==> src/rtl/pus_pkg.sv <==
// Shared constants and types for the unit index and event status registers
package pus_pkg;

	localparam logic [11:0] PUS_SEL_OFS = 12'h520;
	localparam logic [11:0] PUS_RES_OFS = 12'h524;
	localparam logic [11:0] PUS_INT_OFS = 12'h528;
	localparam logic [11:0] PUS_WIN_LO = 12'h52c;
	localparam logic [11:0] PUS_WIN_HI = 12'h5b3;

	localparam int PUS_FIRE_MAX = 3;
	localparam int PUS_CAP_MAX = 2;

	localparam int PUS_FIRE_POS = 0;
	localparam int PUS_CAP_POS = 8;
	localparam int PUS_PIN_POS = 16;
	localparam int PUS_ERR_POS = 16;
	localparam int PUS_DONE_POS = 0;
	localparam int PUS_FINT_POS = 16;
	localparam int PUS_CINT_POS = 0;

	localparam logic [1:0] PUS_FIRE_RESERVED = 2'h3;
	localparam logic [9:0] PUS_SEL_RST = 10'h000;
	localparam logic [2:0] PUS_FLAG3_RST = 3'h0;
	localparam logic [1:0] PUS_FLAG2_RST = 2'h0;

	// Index register image, msb first: bits 19:16, 11:8, 1:0
	typedef struct packed {
		logic [2:0] spare_hi;
		logic pin;
		logic [2:0] spare_mid;
		logic cap;
		logic [1:0] fire;
	} pus_sel_t;

	// Forwarded access into the indexed window
	typedef struct packed {
		logic req;
		logic write;
		logic [11:0] addr;
		logic [31:0] wdata;
		logic pin;
		logic cap;
		logic [1:0] fire;
	} pus_win_t;

	// Bus transfer state
	typedef enum logic [3:0] {
		PUS_IDLE = 4'b0001,
		PUS_RDWAIT = 4'b0010,
		PUS_WINREQ = 4'b0100,
		PUS_WINWAIT = 4'b1000
	} pus_state_t;

endpackage

==> src/rtl/pus_flag_cell.sv <==
// Sticky event flags with write-one clear; a set beats a clear
`timescale 1ns/1ps
`default_nettype none
module pus_flag_cell #(
	parameter int W = 3
) (
	input wire logic hclk,
	input wire logic hresetn,
	input wire logic [W-1:0] set,
	input wire logic [W-1:0] clr,
	output logic [W-1:0] flag
);

	generate
		if (W < 1 || W > 3) begin : g_bad_width
			$error("pus_flag_cell width must be 1 to 3");
		end
	endgenerate

	typedef struct packed {
		logic [W-1:0] flag_r;
	} pus_cell_t;

	pus_cell_t st_r;
	pus_cell_t st_nxt;

	always_comb begin
		st_nxt = st_r;
		// Clearing first lets an event in the same cycle survive
		st_nxt.flag_r = (st_r.flag_r & ~clr) | set;
	end

	always_ff @(posedge hclk or negedge hresetn) begin
		if (!hresetn) begin
			st_r <= '0;
		end else begin
			st_r <= st_nxt;
		end
	end

	assign flag = st_r.flag_r;

endmodule
`default_nettype wire

==> src/rtl/pus_top.sv <==
// Unit index register, trigger result and unit interrupt flags on AHB-Lite
//
// Decided for this implementation: the AHB-Lite interface to the registers.
`timescale 1ns/1ps
`default_nettype none
// What this block does
// - Window accesses go to the selected units
// - Bit 16 picks second or first pin
// - Bit 8 picks capture unit one or zero
// - Bits 1:0 pick fire unit; 11 reserved
// - Late target with notify sets error flag
// - Error clears on enable-off or write-one
// - Done flag set on fire with notify, write-one clears
// - Per fire unit interrupt flags, write clears
// - Per capture unit interrupt flags, write clears
// - Global GPIO interrupt is OR of flags
// - Egress timestamp interrupts stay elsewhere
module pus_top
	import pus_pkg::*;
#(
	parameter int FIRE_N = 3,
	parameter int CAP_N = 2
) (
	input wire logic hclk,
	input wire logic hresetn,
	input wire logic hsel,
	input wire logic [31:0] haddr,
	input wire logic [1:0] htrans,
	input wire logic hwrite,
	input wire logic [2:0] hsize,
	input wire logic [31:0] hwdata,
	input wire logic hready,
	output logic hreadyout,
	output logic hresp,
	output logic [31:0] hrdata,
	input wire logic [FIRE_N-1:0] fire_notify_enable,
	input wire logic [FIRE_N-1:0] fire_late_evt,
	input wire logic [FIRE_N-1:0] fire_done_evt,
	input wire logic [FIRE_N-1:0] fire_enable_off,
	input wire logic [CAP_N-1:0] capture_int_enable,
	input wire logic [CAP_N-1:0] capture_evt,
	input wire logic [31:0] win_rdata,
	output pus_win_t win,
	output logic pin_selector,
	output logic capture_unit_selector,
	output logic [1:0] fire_unit_selector,
	output logic gpio_event_int
);

	generate
		if (FIRE_N < 1 || FIRE_N > PUS_FIRE_MAX ||
			CAP_N < 1 || CAP_N > PUS_CAP_MAX) begin : g_bad_count
			$error("pus_top unit counts exceed the register layout");
		end
	endgenerate

	typedef struct packed {
		pus_state_t fsm;
		logic pw_valid;
		logic [11:0] pw_addr;
		logic [11:0] rd_addr;
		pus_sel_t sel;
		logic [31:0] rdata;
		logic ready;
		logic resp;
		pus_win_t win;
		logic irq;
	} pus_state_reg_t;

	pus_state_reg_t st_r;
	pus_state_reg_t st_nxt;

	logic [2:0] err_flag;
	logic [2:0] done_flag;
	logic [2:0] fint_flag;
	logic [1:0] cint_flag;
	logic [2:0] err_set;
	logic [2:0] done_set;
	logic [2:0] fint_set;
	logic [1:0] cint_set;
	logic [2:0] err_clr;
	logic [2:0] done_clr;
	logic [2:0] fint_clr;
	logic [1:0] cint_clr;
	logic [2:0] notify3;
	logic [2:0] late3;
	logic [2:0] fired3;
	logic [2:0] off3;
	logic [1:0] cap_en2;
	logic [1:0] cap_evt2;
	logic addr_take;
	logic [11:0] a_ofs;
	logic a_win;
	logic wr_apply;
	logic wr_sel;
	logic wr_res;
	logic wr_int;
	logic [31:0] res_word;
	logic [31:0] int_word;
	logic [31:0] sel_word;
	logic [31:0] reg_word;

	// Missing units simply never raise events
	always_comb begin
		notify3 = '0;
		late3 = '0;
		fired3 = '0;
		off3 = '0;
		cap_en2 = '0;
		cap_evt2 = '0;
		notify3[FIRE_N-1:0] = fire_notify_enable;
		late3[FIRE_N-1:0] = fire_late_evt;
		fired3[FIRE_N-1:0] = fire_done_evt;
		off3[FIRE_N-1:0] = fire_enable_off;
		cap_en2[CAP_N-1:0] = capture_int_enable;
		cap_evt2[CAP_N-1:0] = capture_evt;
	end

	assign addr_take = hsel && htrans[1] && hready;
	assign a_ofs = haddr[11:0];
	assign a_win = (a_ofs >= PUS_WIN_LO) && (a_ofs <= PUS_WIN_HI);

	// A write lands at the edge that ends its data phase
	assign wr_apply = st_r.pw_valid && (st_r.fsm == PUS_IDLE);
	assign wr_sel = wr_apply && (st_r.pw_addr == PUS_SEL_OFS);
	assign wr_res = wr_apply && (st_r.pw_addr == PUS_RES_OFS);
	assign wr_int = wr_apply && (st_r.pw_addr == PUS_INT_OFS);

	// Events only count while the unit's notify or enable is on
	assign err_set = late3 & notify3;
	assign done_set = fired3 & notify3;
	assign fint_set = (err_set | done_set);
	assign cint_set = cap_evt2 & cap_en2;

	always_comb begin
		err_clr = off3;
		done_clr = '0;
		fint_clr = '0;
		cint_clr = '0;
		if (wr_res) begin
			err_clr = off3 | hwdata[PUS_ERR_POS +: 3];
			done_clr = hwdata[PUS_DONE_POS +: 3];
		end
		if (wr_int) begin
			fint_clr = hwdata[PUS_FINT_POS +: 3];
			cint_clr = hwdata[PUS_CINT_POS +: 2];
		end
	end

	pus_flag_cell #(
		.W(3)
	) u_err (
		.hclk(hclk),
		.hresetn(hresetn),
		.set(err_set),
		.clr(err_clr),
		.flag(err_flag)
	);

	pus_flag_cell #(
		.W(3)
	) u_done (
		.hclk(hclk),
		.hresetn(hresetn),
		.set(done_set),
		.clr(done_clr),
		.flag(done_flag)
	);

	pus_flag_cell #(
		.W(3)
	) u_fint (
		.hclk(hclk),
		.hresetn(hresetn),
		.set(fint_set),
		.clr(fint_clr),
		.flag(fint_flag)
	);

	pus_flag_cell #(
		.W(2)
	) u_cint (
		.hclk(hclk),
		.hresetn(hresetn),
		.set(cint_set),
		.clr(cint_clr),
		.flag(cint_flag)
	);

	always_comb begin
		sel_word = '0;
		sel_word[PUS_FIRE_POS +: 2] = st_r.sel.fire;
		sel_word[PUS_CAP_POS] = st_r.sel.cap;
		sel_word[PUS_CAP_POS+1 +: 3] = st_r.sel.spare_mid;
		sel_word[PUS_PIN_POS] = st_r.sel.pin;
		sel_word[PUS_PIN_POS+1 +: 3] = st_r.sel.spare_hi;
		res_word = '0;
		res_word[PUS_ERR_POS +: 3] = err_flag;
		res_word[PUS_DONE_POS +: 3] = done_flag;
		int_word = '0;
		int_word[PUS_FINT_POS +: 3] = fint_flag;
		int_word[PUS_CINT_POS +: 2] = cint_flag;
		case (st_r.rd_addr)
			PUS_SEL_OFS: reg_word = sel_word;
			PUS_RES_OFS: reg_word = res_word;
			PUS_INT_OFS: reg_word = int_word;
			default: reg_word = '0;
		endcase
	end

	always_comb begin
		st_nxt = st_r;
		st_nxt.win.req = 1'b0;
		st_nxt.resp = 1'b0;
		// Port egress timestamp events are not merged here
		st_nxt.irq = |int_word;
		if (wr_sel) begin
			// Reserved code 11 is stored as written; software avoids it
			st_nxt.sel.fire = hwdata[PUS_FIRE_POS +: 2];
			st_nxt.sel.cap = hwdata[PUS_CAP_POS];
			st_nxt.sel.spare_mid = hwdata[PUS_CAP_POS+1 +: 3];
			st_nxt.sel.pin = hwdata[PUS_PIN_POS];
			st_nxt.sel.spare_hi = hwdata[PUS_PIN_POS+1 +: 3];
		end
		if (wr_apply) begin
			st_nxt.pw_valid = 1'b0;
			if ((st_r.pw_addr >= PUS_WIN_LO) &&
				(st_r.pw_addr <= PUS_WIN_HI)) begin
				// Window write leaves with the selectors in force now
				st_nxt.win.req = 1'b1;
				st_nxt.win.write = 1'b1;
				st_nxt.win.addr = st_r.pw_addr;
				st_nxt.win.wdata = hwdata;
				st_nxt.win.pin = st_r.sel.pin;
				st_nxt.win.cap = st_r.sel.cap;
				st_nxt.win.fire = st_r.sel.fire;
			end
		end
		case (st_r.fsm)
			PUS_IDLE: begin
				if (addr_take) begin
					if (hwrite) begin
						st_nxt.pw_valid = 1'b1;
						st_nxt.pw_addr = {a_ofs[11:2], 2'b00};
					end else begin
						// One wait state for registers, two for the window, so a write just before is seen
						st_nxt.rd_addr = {a_ofs[11:2], 2'b00};
						st_nxt.ready = 1'b0;
						st_nxt.fsm = a_win ? PUS_WINREQ : PUS_RDWAIT;
					end
				end
			end
			PUS_RDWAIT: begin
				st_nxt.rdata = reg_word;
				st_nxt.ready = 1'b1;
				st_nxt.fsm = PUS_IDLE;
			end
			PUS_WINREQ: begin
				st_nxt.win.req = 1'b1;
				st_nxt.win.write = 1'b0;
				st_nxt.win.addr = st_r.rd_addr;
				st_nxt.win.wdata = '0;
				st_nxt.win.pin = st_r.sel.pin;
				st_nxt.win.cap = st_r.sel.cap;
				st_nxt.win.fire = st_r.sel.fire;
				st_nxt.fsm = PUS_WINWAIT;
			end
			PUS_WINWAIT: begin
				// The unit answers within the cycle of its request
				st_nxt.rdata = win_rdata;
				st_nxt.ready = 1'b1;
				st_nxt.fsm = PUS_IDLE;
			end
			default: begin
				st_nxt.fsm = PUS_IDLE;
				st_nxt.ready = 1'b1;
			end
		endcase
	end

	always_ff @(posedge hclk or negedge hresetn) begin
		if (!hresetn) begin
			st_r.fsm <= PUS_IDLE;
			st_r.pw_valid <= 1'b0;
			st_r.pw_addr <= '0;
			st_r.rd_addr <= '0;
			st_r.sel <= PUS_SEL_RST;
			st_r.rdata <= '0;
			st_r.ready <= 1'b1;
			st_r.resp <= 1'b0;
			st_r.win <= '0;
			st_r.irq <= 1'b0;
		end else begin
			st_r <= st_nxt;
		end
	end

	assign hreadyout = st_r.ready;
	assign hresp = st_r.resp;
	assign hrdata = st_r.rdata;
	assign win = st_r.win;
	assign pin_selector = st_r.sel.pin;
	assign capture_unit_selector = st_r.sel.cap;
	assign fire_unit_selector = st_r.sel.fire;
	assign gpio_event_int = st_r.irq;

endmodule
`default_nettype wire

==> config.mk <==
export PLATFORM = sky130hd
export DESIGN_NAME = pus_top
export DESIGN_NICKNAME = d
export VERILOG_FILES = /design/src/rtl/pus_pkg.sv /design/src/rtl/pus_flag_cell.sv /design/src/rtl/pus_top.sv
export SDC_FILE = /design/constraint.sdc
export NUM_CORES = 1
export LEC_CHECK = 0
export ABC_AREA = 1
export ABC_CLOCK_PERIOD_IN_PS = 1980
export BUFFER_PORTS_ARGS = -buffer_cell sky130_fd_sc_hd__buf_2
export CELL_PAD_IN_SITES_DETAIL_PLACEMENT = 1
export CELL_PAD_IN_SITES_GLOBAL_PLACEMENT = 2
export CORE_MARGIN = 5
export CORE_UTILIZATION = 30
export CTS_CLUSTER_DIAMETER = 100
export CTS_CLUSTER_SIZE = 25
export DETAILED_ROUTE_END_ITERATION = 8
export PLACE_DENSITY_LB_ADDON = 0.1
export RECOVER_POWER = 25
export SLEW_MARGIN = 20
export SYNTH_ARGS = -nofsm -noshare
export SYNTH_HDL_FRONTEND = slang
export SYNTH_SLANG_ARGS = --single-unit
export TNS_END_PERCENT = 100
==> constraint.sdc <==
create_clock -name hclk -period 1.98 [get_ports hclk]
set_input_delay 0.297 -clock hclk [delete_from_list [all_inputs] [get_ports hclk]]
set_output_delay 0.297 -clock hclk [all_outputs]
set_load 0.01 [all_outputs]
==> summary.md, run 1 <==
| Metric | Value |
|---|---|
| Startpoint of the worst hold path | `capture_int_enable[0]` |
| Combinational Power Share | `0.218` |
| Full die area | `24350 µm²` |
| Headroom to the max-slew limit | `0.3674` |
| Power density cells | `1138 nW/µm²` |
| Post-Syn Area | `6399 µm²` |
| Register area share after synthesis | `0.5010` |
| Avg Inst Size Synth | `9.536 µm²` |
| Synth warn | `0` |
| VDD IR-drop max | `0.5299 mV` |
| Final Critical Period | `1809 ps` |
| Final Instance Count excl. Fillers | `1069` |
| Fill cell count | `2433` |
| NetSw | `2.824 mW` |
| Worst setup path class | `register to register` |
| Required time of the worst setup path | `2280 ps` |
| Top-Level Pins | `211` |
| Clk pwr share | `0.369` |
| Critical R2R Launch | `st_r[122]` |
| Fin nets | `903` |
| Root buf cell | `clkbuf_16` |
| Final wirelength | `17570 µm` |
| Post-CTS sizing | `0` |
| Clk slew on worst S/H paths | `60 ps` |
| # diodes | `0` |
| DR vias | `4822` |
| Place WS | `160.0 ps` |
| Finished layout cell area | `7661 µm²` |
| Layout cells sized above 1 | `0.4030` |
| Final period utilization | `0.9134` |
| Area post-placement | `7071 µm²` |
| HP Class | `input pin to register` |
| First-pass GRT wire length | `28080 µm` |
| Maximum fanout along the worst path | `16` |
| Number of global-route vias before repair | `5268` |
| Die Y | `156.0 µm` |
| I/O Buffers | `181` |
| Htree depth | `4` |
| WP data arrival | `2100 ps` |
| GPL Wtd Cong | `0.7836` |
| Final Skew | `13.50 ps` |
| Clock Latency Late Sink | `420 ps` |
| Post-DRT Antenna Nets | `0` |
| Core area | `21020 µm²` |
| Post-synthesis cell count | `671` |
| CTS max path bufs | `2` |
| Max Slew Vio Count | `0` |
| Status | `completed` |
| WL/cell | `16.44 µm` |
| Crit. Startpoint | `st_r[122]` |
| Clock sinks | `128` |
| Residual DRC | `0` |
| Gr usage total | `0.1457` |
| Placed Cells | `1036` |
| DP Wirelength | `13340 µm` |
| Critical path endpoint category | `register` |
| Hold Vio Cnt, Final | `0` |
| Drt pass-1 iters | `5` |
| Final setup violation count | `0` |
| Final setup margin | `171.5 ps` |
| Sw frac | `0.3240` |
| Largest net degree at the start of global routing | `48` |
| Overflow left after global routing | `0` |
| RSZ-0062 raised after global routing | `false` |
| Initial antenna violation count | `0` |
| Slew @ Worst Pin | `948.9 ps` |
| Share of total power in sequential cells | `0.413` |
| Yosys cell types | `29` |
| CTS Buf Count | `17` |
| Achievable Freq | `0.5529 GHz` |
| Initial core utilization | `0.3044` |
| Area growth, synth to finish | `19.73%` |
| TNS Setup | `0 ps` |
| Leakage power | `4.060 nW` |
| Initial DRC count | `216` |
| Vias per std cell | `4.511` |
| Rows | `53` |
| CTS tree | `done` |
| CP Launch Type | `register` |
| Synthesis-stage register bit count | `128` |
| # Max-Cap Violations | `0` |
| Die Wd | `156.0 µm` |
| Int Power | `5.891 mW` |
## final cells by class
| cell class | instances | area, µm² | share of cell area |
|---|---|---|---|
| Timing Repair Buffer | 201 | 1107 | 0.1445 |
| Tap cell | 275 | 344.1 | 0.04491 |
| Clock buffer | 17 | 425.4 | 0.05553 |
| Clock inverter | 15 | 175.2 | 0.02286 |
| Sequential cell | 128 | 3206 | 0.4184 |
| Inverter | 70 | 262.8 | 0.03430 |
| Multi-Input combinational cell | 363 | 2141 | 0.2794 |
## synthesized netlist by cell type
library cell	count	area, µm²
nor2_2	3	18.77
inv_1	66	247.7
o21ai_0	37	185.2
nor3_1	3	15.01
nor2_4	1	11.26
dfstp_2	2	52.55
conb_1	1	3.750
o21ai_2	32	280.3
o21ai_1	10	50.05
nand2_2	1	6.260
nand3_4	1	17.52
buf_2	5	25.02
nor2_1	25	93.84
nand4_1	11	68.82
a21oi_1	3	15.01
buf_4	86	645.6
nand3_2	40	400.4
nand2_1	110	412.9
nand3b_1	1	7.510
a41oi_1	1	8.760
a21oi_2	1	8.760
nand4_2	1	12.51
buf_6	8	90.09
a22o_1	26	227.7
inv_2	4	15.01
nand3_1	52	260.3
clkbuf_1	13	48.80
dfrtp_1	126	3153
o21ai_4	1	16.27
## registers in the layout (all words and copies together) (netlist names)
name,count
gpio_event_int,1
capture_unit_selector,1
sel_word,6
fire_unit_selector,2
hreadyout,1
u_err.flag,3
u_cint.flag,2
u_done.flag,3
u_fint.flag,3
win,48
st_r,25
pin_selector,1
hrdata,32
## metal layers
metal  global-route usage  wire length (µm)
met5                    0                 0
met4              0.04043               159
met3              0.03440               947
met2               0.2379              8455
met1               0.1941              8009
## cell families (layout without fill, tap and decap cells)
kind of cell	count (synthesis)	in the layout	synth area share
and+or+nand+nor	249	249	0.2071
buffers and inverters	182	303	0.1676
DFF	128	128	0.5010
AOI/OAI and AO/OA	111	111	0.1238
other	1	3	0.0005861
## critical path, cell delays in order (launching register included)
cell and delay (ps):
dfrtp_1 440, nor2_2 190, nand4_2 160, nor2_4 230, nand3_4 240, buf_4 290, nand3_2 90, o21ai_2 50
## what timing repair did
action	CTS	global route
setup buffers	0	0
endpoints found under the hold margin	32	0
hold buffers	1	0
## stage by stage
step	utilization	total power, mW	hold slack (ps)
finish	0.3644	8.715	97.32
global route	0.3644	9.258	87.48
CTS	0.3654	8.908	70.84
detailed placement	0.3363	5.618	226.6
global placement	0.3363	5.533	217.9
floorplan	-	5.163	1.409
## power by group through the flow
stage          Combinational, mW  Sequential, mW  Clock, mW
3_3_place_gp                1.90            3.63          0
2_1_floorplan               1.62            3.55          0
3_5_place_dp                1.96            3.66          0
5_1_grt                     2.14            3.68       3.43
6_report                    1.90            3.60       3.22
4_1_cts                     1.97            3.61       3.33
## cells in the final DEF (no fill, tap or decap), types with 4 or more instances in the layout
master and count:
nor2_1 25, o21ai_0 37, clkbuf_16 17, nand2_1 110, nand3_1 51, buf_2 180
buf_4 12, a22o_1 26, buf_12 4, inv_1 66, nand3_2 40, nand4_1 11
inv_2 4, o21ai_2 32, o21ai_1 10, dfrtp_1 126, inv_6 5
## final timing paths
check	to	slack, ps	cells past startpoint
min in group asynchronous	win[33]	560	2
max in group asynchronous	sel_word[18]	360	3
setup reg to reg	win[7]	170	7
hold / removal	u_cint.flag[0]	100	3
hold reg to reg	hrdata[13]	490	1
setup / recovery	win[7]	170	7
Note: power is estimated with default switching activity, not from simulation.
==> run 2: changes to the inputs <==
ABC_CLOCK_PERIOD_IN_PS = 1800   (was 1980)
CELL_PAD_IN_SITES_DETAIL_PLACEMENT = default   (was 1)
CELL_PAD_IN_SITES_GLOBAL_PLACEMENT = default   (was 2)
CORE_UTILIZATION = 40   (was 30)
PLACE_DENSITY = 0.66   (was default)
PLACE_DENSITY_LB_ADDON = default   (was 0.1)
clock period = 1.8 ns   (was 1.98 ns; I/O delays follow)
==> summary.md, run 2 (same netlist as run 1, synthesis figures left out) <==
| Metric | Value |
|---|---|
| # diodes | `0 (unchanged)` |
| Critical R2R Capture | `win[35] (was win[7])` |
| Largest net degree at the start of global routing | `51 (was 48)` |
| Crit-path leading delay family | `simple AND/OR/NAND/NOR gates (unchanged)` |
| Maximum fanout along the worst path | `35 (was 16)` |
| Number of global-route vias before repair | `4532 (was 5268)` |
| Initial core utilization | `0.4057 (was 0.3044)` |
| Final period utilization | `0.8930 (was 0.9134)` |
| Layout cells sized above 1 | `0.4005 (was 0.4030)` |
| Critical path endpoint category | `register (unchanged)` |
| GPL Wtd Cong | `0.8090 (was 0.7836)` |
| Most common cell after layout, fill and taps aside | `buf_2 (unchanged)` |
| Clk slew on worst S/H paths | `60 ps (about the same)` |
| Fin nets | `903 (unchanged)` |
| Area post-placement | `7009 µm² (was 7071 µm²)` |
| VDD IR-drop max | `0.6857 mV (was 0.5299 mV)` |
| Die Y | `136.5 µm (was 156.0 µm)` |
| Finished layout cell area | `7677 µm² (was 7661 µm²)` |
| Htree depth | `4 (unchanged)` |
| Power density cells | `1283 nW/µm² (was 1138 nW/µm²)` |
| Initial DRC count | `264 (was 216)` |
| Peak per-stage delay on the critical path | `430 ps (was 440 ps)` |
| Hold worst-path end | `u_err.flag[0] (was u_cint.flag[0])` |
| CTS max path bufs | `2 (unchanged)` |
| Root buf cell | `clkbuf_16 (unchanged)` |
| Clock sinks | `128 (unchanged)` |
| Drt pass-1 iters | `4 (was 5)` |
| DR vias | `4651 (was 4822)` |
| # Max-Cap Violations | `0 (unchanged)` |
| Slowest CP cell | `dfrtp_1 (unchanged)` |
| Achievable Freq | `0.6222 GHz (was 0.5529 GHz)` |
| Most frequent cells in the layout | `181 x buf_2, 126 x dfrtp_1, 110 x nand2_1 (was 180 x buf_2, 126 x dfrtp_1, 110 x nand2_1)` |
| Required time of the worst setup path | `2110 ps (was 2280 ps)` |
| Largest Register | `win (unchanged)` |
| Fin util | `0.4868 (was 0.3644)` |
| Residual DRC | `0 (unchanged)` |
| Post-DRT Antenna Nets | `0 (unchanged)` |
| Core area | `15770 µm² (was 21020 µm²)` |
| CP Depth | `7 (unchanged)` |
| Startpoint of the worst hold path | `fire_late_evt[0] (was capture_int_enable[0])` |
| Headroom to the max-slew limit | `0.1950 (was 0.3674)` |
| Max Slew Vio Count | `0 (unchanged)` |
| Crit path cell chain | `nor2_2, nand4_2, nor2_4, nand3_4, buf_12, nand3_1, o21ai_2 (was nor2_2, nand4_2, nor2_4, nand3_4, buf_4, nand3_2, o21ai_2)` |
| Fill cell count | `1541 (was 2433)` |
| Full die area | `18630 µm² (was 24350 µm²)` |
| Reg2Reg Depth | `7 (unchanged)` |
| CTS tree | `done (unchanged)` |
| Slew @ Worst Pin | `1208 ps (was 948.9 ps)` |
| Status | `completed (unchanged)` |
| WL/cell | `14.78 µm (was 16.44 µm)` |
| Hold path cells | `3 (unchanged)` |
| Rows | `46 (was 53)` |
| Max reg flops | `48 (unchanged)` |
| Overflow left after global routing | `0 (unchanged)` |
| HP Class | `input pin to register (unchanged)` |
| Worst setup path class | `register to register (unchanged)` |
| Final Skew | `6.768 ps (was 13.50 ps)` |
| WP data arrival | `1910 ps (was 2100 ps)` |
| I/O Buffers | `181 (unchanged)` |
| CTS Buf Count | `17 (unchanged)` |
| DP Wirelength | `11220 µm (was 13340 µm)` |
| Final wirelength | `14930 µm (was 17570 µm)` |
| Initial antenna violation count | `0 (unchanged)` |
| CP Launch Type | `register (unchanged)` |
| Die Wd | `136.5 µm (was 156.0 µm)` |
| Final setup violation count | `0 (unchanged)` |
| TNS Setup | `0 ps (unchanged)` |
| Worst Path Buf+Inv | `1 (unchanged)` |
| Gr usage total | `0.1657 (was 0.1457)` |
| Leakage power | `4.107 nW (was 4.060 nW)` |
| First-pass GRT wire length | `23770 µm (was 28080 µm)` |
| R2R Setup Slk | `190 ps (was 170 ps)` |
| Final Critical Period | `1607 ps (was 1809 ps)` |
| Area growth, synth to finish | `19.98% (was 19.73%)` |
| Clock Latency Late Sink | `420 ps (about the same)` |
| Critical R2R Launch | `st_r[122] (unchanged)` |
| Top-Level Pins | `211 (unchanged)` |
| Post-CTS sizing | `0 (unchanged)` |
| RSZ-0062 raised after global routing | `false (unchanged)` |
| Vias per std cell | `4.605 (was 4.511)` |
| Hold Vio Cnt, Final | `0 (unchanged)` |
## run 2: changes by cell type in the layout (fill, tap and decap cells not counted), moves of 3 or more
cell,previous run,this run
bufinv_16,2,5
clkbuf_2,3,0
clkbuf_8,0,4
clkinv_4,3,0
inv_6,5,1
## run 2: final cells by class
class	count	area [µm²]	area share
clock buffer	23	488.0	0.06356
sequential	128	3206	0.4175
timing repair buffer	201	1134	0.1477
multi-input combinational	363	2141	0.2788
inverter	70	262.8	0.03422
tap	216	270.3	0.03520
clock inverter	9	176.4	0.02298
## run 2: worst max-delay path by stage
stage / end / start / slack [ps]
final: win[35] / st_r[122] / 190
after global routing: win[0] / st_r[122] / 30
after CTS: win[46] / st_r[122] / 180
after detailed placement: win[35] / st_r[122] / 190
after global placement: win[35] / st_r[122] / 190
after floorplan: win[10] / st_r[120] / 360
## run 2: stage by stage
step	setup WS (ps)	power [mW]	cells	hold slack (ps)
after global placement	194.7	6.027	977	248.0
final	192.7	9.849	1010	55.11
after floorplan	362.4	5.679	673	-25.59
after global routing	29.86	10.43	1010	52.43
after detailed placement	190.2	6.084	977	252.3
after CTS	177.7	9.988	1010	36.25
## run 2: routing by layer
metal	up-vias	track usage	wire length [µm]
met5	-	0	0
met4	0	0.06047	272
met3	19	0.04774	1045
met2	145	0.2467	6921
met1	2141	0.2298	6691
li1	2346	-	-
## run 2: where the power goes
| group | switching [mW] | leakage, nW | internal [mW] |
|---|---|---|---|
| Clock | 1.24 | 0.324 | 2.60 |
| Sequential | 0.469 | 1.46 | 3.50 |
| Combinational | 1.15 | 2.32 | 0.894 |
| Total | 2.85 | 4.11 | 7.00 |
## run 2: what timing repair did
action	in CTS	in global routing
endpoints found under the hold margin	44	0
buffers inserted	0	0
hold buffers	1	0
## run 2: worst reg2reg max path: cells and delay by family (launching register included)
kind	cells	cell delay, ps
flops	1	430
simple gates	5	790
buf+inv	1	220
compound gates	1	50
